<file path="config.mk">
export PLATFORM = sky130hd
export DESIGN_NAME = dce_channel
export DESIGN_NICKNAME = d
export VERILOG_FILES = /design/src/inc/dce_pkg.sv /design/src/inc/dce_event_if.sv /design/src/rtl/dce_irq_match.sv /design/src/rtl/dce_channel.sv
export SDC_FILE = /design/constraint.sdc
export NUM_CORES = 1
export LEC_CHECK = 0
export BUFFER_PORTS_ARGS = -buffer_cell sky130_fd_sc_hd__buf_2
export CORE_MARGIN = 5
export CORE_UTILIZATION = 45
export CTS_BUF_LIST = sky130_fd_sc_hd__clkbuf_16
export CTS_CLUSTER_SIZE = 40
export DETAILED_ROUTE_END_ITERATION = 7
export PLACE_DENSITY_LB_ADDON = 0.08
export RECOVER_POWER = 100
export SYNTH_ARGS = -nofsm -noshare
export SYNTH_HDL_FRONTEND = slang
export SYNTH_HIERARCHICAL = 1
export SYNTH_SLANG_ARGS = --single-unit
</file>
<file path="constraint.sdc">
create_clock -name mclk -period 4.9 [get_ports mclk]
set_input_delay 0.98 -clock mclk [delete_from_list [all_inputs] [get_ports mclk]]
set_output_delay 0.98 -clock mclk [all_outputs]
set_load 0.01 [all_outputs]
</file>
<file path="src/inc/dce_pkg.sv">
package dce_pkg;
	localparam logic [3:0]  ADDR_CON   = 4'h0;
	localparam logic [3:0]  ADDR_ECON  = 4'h4;
	localparam logic [3:0]  ADDR_INT   = 4'h8;
	localparam logic [3:0]  ADDR_LINK  = 4'hC;
	localparam int          CON_PRI_LO = 0;
	localparam int          CON_EDET   = 2;
	localparam int          CON_AEN    = 4;
	localparam int          CON_CHN    = 5;
	localparam int          CON_AED    = 6;
	localparam int          CON_EN     = 7;
	localparam int          CON_CHNS   = 8;
	localparam int          CON_BUSY   = 15;
	localparam int          EC_ABT_EN  = 3;
	localparam int          EC_STA_EN  = 4;
	localparam int          EC_PAT_EN  = 5;
	localparam int          EC_ABORT   = 6;
	localparam int          EC_FORCE   = 7;
	localparam int          EC_SIRQ_LO = 8;
	localparam int          EC_AIRQ_LO = 16;
	localparam logic [31:0] CON_WMASK  = 32'h000001F3;
	localparam logic [31:0] ECON_WMASK = 32'h00FFFF38;
	localparam logic [31:0] INT_WMASK  = 32'h00FF0000;
	localparam logic [31:0] ECON_RST   = 32'h00FFFF00;
	localparam int          IE_SHIFT   = 16;
	localparam int          F_ERR      = 0;
	localparam int          F_ABORT    = 1;
	localparam int          F_CELL     = 2;
	localparam int          F_BLOCK    = 3;
	localparam int          F_DHALF    = 4;
	localparam int          F_DDONE    = 5;
	localparam int          F_SHALF    = 6;
	localparam int          F_SDONE    = 7;
	typedef enum logic [1:0] {
		ST_IDLE = 2'b00,
		ST_RUN  = 2'b01,
		ST_STOP = 2'b11
	} dce_state_type;
endpackage : dce_pkg

</file>
<file path="src/inc/dce_event_if.sv">
`timescale 1ns/100ps
interface dce_event_if;
	logic [7:0] irqNum;
	logic       irqValid;
	logic [7:0] startNum;
	logic [7:0] abortNum;
	logic       startEn;
	logic       abortEn;
	logic       startHit;
	logic       abortHit;
	modport match (input irqNum, irqValid, startNum, abortNum, startEn, abortEn,
		output startHit, abortHit);
	modport ctrl (output irqNum, irqValid, startNum, abortNum, startEn, abortEn,
		input startHit, abortHit);
endinterface : dce_event_if

</file>
<file path="src/rtl/dce_irq_match.sv">
`timescale 1ns/100ps
module dce_irq_match (
	dce_event_if.match ev    // interrupt number compare
);
	function automatic logic hit(input logic [7:0] a, input logic [7:0] b, input logic en,
		input logic v);
		hit = v && en && (a == b);
	endfunction : hit

	assign ev.startHit = hit(ev.irqNum, ev.startNum, ev.startEn, ev.irqValid); // RULE8 RULE12
	assign ev.abortHit = hit(ev.irqNum, ev.abortNum, ev.abortEn, ev.irqValid); // RULE7 RULE13
endmodule : dce_irq_match

</file>
<file path="src/rtl/dce_channel.sv">
// How it works
// RULE1: a neighbour's completion enables this channel only when chain_permit is set.
// RULE2: auto_reenable keeps channel on after block done; otherwise channel_on clears.
// RULE3: event_seen at control bit 2 is read-only, set once a trigger is seen.
// RULE4: two-bit priority in control bits 1-0, 11 highest, 00 lowest.
// RULE5: chain direction select matters only while chain_permit is set.
// RULE6: clearing channel_on suspends only after the current transaction ends.
// RULE7: abort number in bits 23-16 picks the interrupt that aborts, sets abort_flag.
// RULE8: start number in bits 15-8 picks the interrupt that starts a transfer.
// RULE9: writing force_start bit 7 begins a transfer at once; reads zero.
// RULE10: writing force_abort bit 6 aborts the transfer; reads zero.
// RULE11: pattern_abort_enable makes a pattern match abort and clear channel_on.
// RULE12: start_irq_enable gates the start interrupt match.
// RULE13: abort_irq_enable gates the abort interrupt match.
// RULE14: event control bits 2-0 and 31-24 read zero and ignore writes.
// RULE15: busy reads one while channel active or enabled.
// RULE16: events_when_off lets start/abort register while channel disabled.
// RULE17: block_done_flag sets on block complete or pattern match.
// RULE18: address_error_flag sets on invalid source or destination address.
// RULE19: interrupt high when any flag is set with its enable sixteen bits above.
`timescale 1ns/100ps
module dce_channel (
	input  wire logic        mclk,        // system clock
	input  wire logic        nrst,        // async reset, active low
	input  wire logic        psel,        // apb select
	input  wire logic        penable,     // apb access phase
	input  wire logic        pwrite,      // apb direction
	input  wire logic [3:0]  paddr,       // apb byte address
	input  wire logic [31:0] pwdata,      // apb write data
	output logic      [31:0] prdata,      // apb read data
	output logic             pready,      // apb ready
	output logic             pslverr,     // apb error
	input  wire logic [7:0]  irqNum,      // interrupt number on event bus
	input  wire logic        irqValid,    // interrupt number valid
	input  wire logic        chainLower,  // lower-priority neighbour finished
	input  wire logic        chainHigher, // higher-priority neighbour finished
	input  wire logic        xferDone,    // current transaction finished
	input  wire logic        cellDone,    // cell transfer complete
	input  wire logic        blockDone,   // larger of sizes moved
	input  wire logic        patternHit,  // pattern match seen
	input  wire logic        srcHalf,     // source pointer midpoint
	input  wire logic        srcDone,     // source pointer end
	input  wire logic        dstHalf,     // destination pointer midpoint
	input  wire logic        dstDone,     // destination pointer end
	input  wire logic        addrError,   // invalid source or destination
	output logic             startReq,    // pulse: begin a transfer
	output logic             abortReq,    // pulse: abort the transfer
	output logic             chanActive,  // channel running a transaction
	output logic [1:0]       chanPri,     // channel priority
	output logic             chanIrq      // channel interrupt, level
);
	typedef struct packed {
		dce_pkg::dce_state_type st;
		logic [31:0] con;
		logic [31:0] econ;
		logic [31:0] intr;
		logic [31:0] rdata;
		logic        ready;
		logic        err;
		logic        start;
		logic        abort;
		logic        irq;
		logic [1:0]  pri;
		logic        active;
	} dce_regs_type;

	dce_regs_type r;
	dce_regs_type next_r;
	dce_event_if  ev ();

	assign ev.irqNum   = irqNum;
	assign ev.irqValid = irqValid;
	assign ev.startNum = r.econ[dce_pkg::EC_SIRQ_LO +: 8];
	assign ev.abortNum = r.econ[dce_pkg::EC_AIRQ_LO +: 8];
	assign ev.startEn  = r.econ[dce_pkg::EC_STA_EN];
	assign ev.abortEn  = r.econ[dce_pkg::EC_ABT_EN];

	dce_irq_match u_match (
		.ev(ev.match)
	);

	function automatic logic [31:0] merge(input logic [31:0] old, input logic [31:0] wd,
		input logic [31:0] m);
		merge = (old & ~m) | (wd & m);
	endfunction : merge

	logic setup;
	logic wr;
	logic en;
	logic evOk;
	logic chainHit;
	logic fStart;
	logic fAbort;
	logic doStart;
	logic doAbort;
	logic patAbort;
	logic [7:0] evFlags;

	always_comb begin
		next_r = r;
		setup = psel && !penable;
		wr = psel && penable && pwrite && r.ready;
		en = r.con[dce_pkg::CON_EN];
		evOk = en || r.con[dce_pkg::CON_AED]; // RULE16
		// direction only looked at under chain_permit
		chainHit = r.con[dce_pkg::CON_CHN] && (r.con[dce_pkg::CON_CHNS] ? chainLower
			: chainHigher); // RULE1 RULE5
		fStart = wr && (paddr == dce_pkg::ADDR_ECON) && pwdata[dce_pkg::EC_FORCE]; // RULE9
		fAbort = wr && (paddr == dce_pkg::ADDR_ECON) && pwdata[dce_pkg::EC_ABORT]; // RULE10
		patAbort = patternHit && r.econ[dce_pkg::EC_PAT_EN]; // RULE11
		doAbort = fAbort || patAbort || (ev.abortHit && evOk); // RULE7 RULE13
		doStart = !doAbort && (fStart || (ev.startHit && evOk)); // RULE8 RULE12
		next_r.start = doStart;
		next_r.abort = doAbort;
		next_r.ready = setup;
		next_r.err = 1'b0;
		// apb writes; hardware events below take priority
		if (wr) begin
			if (paddr == dce_pkg::ADDR_CON) begin
				next_r.con = merge(r.con, pwdata, dce_pkg::CON_WMASK);
			end else if (paddr == dce_pkg::ADDR_ECON) begin
				next_r.econ = merge(r.econ, pwdata, dce_pkg::ECON_WMASK); // RULE14
			end else if (paddr == dce_pkg::ADDR_INT) begin
				next_r.intr = merge(r.intr, pwdata, dce_pkg::INT_WMASK);
				next_r.intr[7:0] = r.intr[7:0] & ~pwdata[7:0];
			end
		end
		if (chainHit) begin
			next_r.con[dce_pkg::CON_EN] = 1'b1; // RULE1
		end
		if (doStart || doAbort) begin
			next_r.con[dce_pkg::CON_EDET] = 1'b1; // RULE3
		end
		if (blockDone && !r.con[dce_pkg::CON_AEN]) begin
			next_r.con[dce_pkg::CON_EN] = 1'b0; // RULE2
		end
		if (patAbort) begin
			next_r.con[dce_pkg::CON_EN] = 1'b0; // RULE11
		end
		// suspend waits for transaction end
		case (r.st)
			dce_pkg::ST_IDLE: begin
				if (doStart && (en || chainHit)) begin
					next_r.st = dce_pkg::ST_RUN;
				end
			end
			dce_pkg::ST_RUN: begin
				if (doAbort || blockDone) begin
					next_r.st = dce_pkg::ST_IDLE;
				end else if (!next_r.con[dce_pkg::CON_EN]) begin
					next_r.st = dce_pkg::ST_STOP; // RULE6
				end
			end
			dce_pkg::ST_STOP: begin
				if (xferDone || doAbort) begin
					next_r.st = dce_pkg::ST_IDLE; // RULE6
				end
			end
			default: begin
				next_r.st = dce_pkg::ST_IDLE;
			end
		endcase
		next_r.active = (next_r.st != dce_pkg::ST_IDLE);
		next_r.con[dce_pkg::CON_BUSY] = next_r.active || next_r.con[dce_pkg::CON_EN]; // RULE15
		evFlags = '0;
		evFlags[dce_pkg::F_ERR]   = addrError; // RULE18
		evFlags[dce_pkg::F_ABORT] = doAbort; // RULE7
		evFlags[dce_pkg::F_CELL]  = cellDone;
		evFlags[dce_pkg::F_BLOCK] = blockDone || patternHit; // RULE17
		evFlags[dce_pkg::F_DHALF] = dstHalf;
		evFlags[dce_pkg::F_DDONE] = dstDone;
		evFlags[dce_pkg::F_SHALF] = srcHalf;
		evFlags[dce_pkg::F_SDONE] = srcDone;
		// set wins over a write-one clear
		next_r.intr[7:0] = next_r.intr[7:0] | evFlags;
		next_r.irq = |(next_r.intr[7:0] & next_r.intr[dce_pkg::IE_SHIFT +: 8]); // RULE19
		next_r.pri = next_r.con[dce_pkg::CON_PRI_LO +: 2]; // RULE4
		next_r.rdata = '0;
		if (setup && !pwrite) begin
			if (paddr == dce_pkg::ADDR_CON) begin
				next_r.rdata = r.con;
			end else if (paddr == dce_pkg::ADDR_ECON) begin
				next_r.rdata = r.econ & dce_pkg::ECON_WMASK; // RULE9 RULE10 RULE14
			end else if (paddr == dce_pkg::ADDR_INT) begin
				next_r.rdata = r.intr;
			end else begin
				next_r.rdata = '0;
			end
		end
		if (setup && (paddr[1:0] != 2'h0 || paddr == dce_pkg::ADDR_LINK)) begin
			next_r.err = 1'b1;
		end
	end

	always_ff @(posedge mclk or negedge nrst) begin
		if (!nrst) begin
			r <= '{st: dce_pkg::ST_IDLE, con: '0, econ: dce_pkg::ECON_RST, intr: '0,
				rdata: '0, ready: 1'b0, err: 1'b0, start: 1'b0, abort: 1'b0, irq: 1'b0,
				pri: 2'h0, active: 1'b0};
		end else begin
			r <= next_r;
		end
	end

	assign prdata     = r.rdata;
	assign pready     = r.ready;
	assign pslverr    = r.err;
	assign startReq   = r.start;
	assign abortReq   = r.abort;
	assign chanActive = r.active;
	assign chanPri    = r.pri;
	assign chanIrq    = r.irq;
endmodule : dce_channel

</file>
==> reports/metrics.yaml <==
outcome: "finished, violations left"
violations: "max-capacitance violations, max-slew violations"
port_buffers: 84
layout_common_cells: "dfrtp_1, buf_2, clkbuf_1"
path_cells: "clkbuf_1, nor4_1, and2_0, mux2i_1, a222oi_1, o41ai_1"
drive_above_1_share_pct: 28.2
post-route-util_pct: 52.2
slowest_delay_ns: 1.28
grt_overflow: 0
syn_avg_cell_area_um2: 12.2
cts_max_path_buffers: 2
clock-root-buffer: "clkbuf_16"
syn_area_um2: 3560
place_area_um2: 3850
initial_utilization_pct: 46.1
drt-total-wl_um: 7910
power-per-cell-area_nw_per_um2: 356
final_common_cell: "dfrtp_1"
ys_warn_count: 6
synth_area_leaders: "dfrtp_1, dfstp_2, buf_4"
synth.yosys.seq_area_share_pct: 53.9
crit_type: "input pin to flip-flop"
ios: 101
syn_to_final_growth_pct: 13.3
synth_top_area_cell: "dfrtp_1"
antenna_left: 0
cts_buffers: 9
fin_nets: 414
cts_hold_buf: 0
cts-resized-gates: 0
max_freq_ghz: 0.273
numClockSinks: 76
die_x_um: 99.0
vias: 2345
ys_async_sr_fraction_pct: 100
netlist-cell-type-count: 50
grt_use_total_pct: 16.8
leakage_nw: 1.83
antenna_found_initial: 1
detail_route.vias_per_cell: 5.10
path_max_fanout: 8
hold_class: "flip-flop to flip-flop"
grt_pass1_wl_um: 12800
rows: 32
die_h_um: 99.0
tritoncts: "yes"
syn_inst: 293
cap_violations: 2
drtIter0Drc: 95
drc_errors: 0
cpMaxStageDelayCell: "nor4_1"
grt_max_degree: 77
antenna_cells: 0
gp_congestion: 0.775
wl_per_cell_um: 17.2
skew_ns: 0.00599
rsz0062_at_grt: "false"
path_clk_slew_ns: 0.06
seq_area_um2: 1920
dr.pass1.iters: 4
ys.flop_type: "dfrtp_1"
finalCriticalPeriod_ns: 3.67
dp_hpwl_um: 5770
multi_input_area_um2: 1300
post-cts-setup-buffers: 0
cp.required_ns: 5.09
path_buf_inv: 1
relSlewSlack_pct: -21.8
dieArea_um2: 9800
synth_edf_count: 0
core-area_um2: 7730
critPathLaunchType: "input pin"
grt_pass1_vias: 2482
ys_ff_latch: 76
synth_top_area_share_pct: 42.1
drv_slew: 86
clk_latency_ns: 0.32
final_hold_viol_count: 0
fill_cells: 720
design_area_um2: 4040
finalSetupViolations: 0
endpoint_kind: "flip-flop"
cpLargestDelayFamily: "simple AND/OR/NAND/NOR gates"
arrival_ns: 3.86
tns_ns: 0
finalCritPeriodShare_pct: 74.9
ir_drop_mv: 0.177
htreeDepth: 3
worst_slew_pin_slew_ns: 1.83
[kinds of logic (layout without fill, tap and decap cells)]
logic type	after synthesis	count (layout)	synth area share [%]
buffers and inverters	49	107	9.13
other	1	8	0.105
DFF	76	76	53.9
and+or+nand+nor	72	72	11.9
muxes	35	35	10.9
xor gates and xnor gates	16	16	3.93
AOI/OAI and AO/OA	44	44	10.1
[through the flow]
step	instances	worst slack, ns	total power, mW	hold WS [ns]
3_5_place_dp	444	1.71	0.819	0.457
2_1_floorplan	300	2.05	0.761	0.440
3_3_place_gp	444	1.74	0.816	0.459
5_1_grt	460	1.07	1.49	0.508
6_report	460	1.23	1.44	0.485
4_1_cts	460	2.04	1.46	0.480
[flip-flops by register name (all words and copies together) (netlist names)]
| register | count |
|---|---|
| chanPri | 1 |
| ev.startNum | 8 |
| en | 1 |
| ev.startEn | 1 |
| r | 26 |
| ev.abortEn | 1 |
| abortReq | 1 |
| pslverr | 1 |
| prdata | 24 |
| chanIrq | 1 |
| ev.abortNum | 8 |
| pready | 1 |
| chanActive | 1 |
| startReq | 1 |
[synthesized netlist by cell type (2+ instances only)]
master     n
dfrtp_1   60
buf_2      5
mux2_1    11
nand2_1   14
xnor2_1   16
inv_1      4
nor4b_2    2
o21ai_0    2
a21oi_1    5
nor2b_1    3
or4b_1     2
a21o_1     5
dfstp_2   16
clkbuf_1   3
and2_1     8
a22o_1     9
nor3_2     2
buf_4     36
a22oi_1    9
mux2_2    19
mux2i_1    5
nand2b_1   2
nor4_1     2
nand3_1    9
nor2_1    16
nand4_1    4
[worst reg2reg max path, stage by stage, from the launching register on]
cell and delay, ns:
dfrtp_1 0.38, nand4_1 0.19, nor2_2 0.04, clkbuf_1 0.50
a221oi_1 1.03, clkinv_1 0.33, a21oi_1 0.22, or2_1 0.12
[metal layers]
layer	vias up	part of all wire, %	track usage [%]	wire [um]
met2	61	46	26.1	3670
met5	-	0.089	0	7
met4	2	0.72	4.41	57
met1	1159	47	23.1	3710
met3	8	5.8	4.95	459
li1	1115	-	-	-
[path summary, 6_finish.rpt]
kind                          start         end  slack, ns  depth (start not counted)
hold / removal               r[106]      r[106]       0.49                          1
min in group asynchronous      nrst  prdata[13]       1.14                          1
setup reg to reg             pready      r[119]       2.03                          7
hold reg to reg              r[106]      r[106]       0.49                          1
setup / recovery           paddr[1]      r[137]       1.23                          6
max in group asynchronous      nrst   prdata[0]       2.66                          1
[cell type report]
type                       count  area share (%)
sequential                    76            47.6
clock inverter                 7            1.52
multi-input combinational    175            32.1
timing repair buffer          86            9.55
inverter                       5           0.465
tap                          102            3.16
clock buffer                   9            5.58
[where the power goes]
| part | total (mW) | internal [mW] | switching [mW] |
|---|---|---|---|
| sequential | 0.682 | 0.663 | 0.0197 |
| clock | 0.633 | 0.388 | 0.245 |
| combinational | 0.120 | 0.0538 | 0.0665 |
| total | 1.44 | 1.10 | 0.331 |
Note: power is estimated with default switching activity, not from simulation.
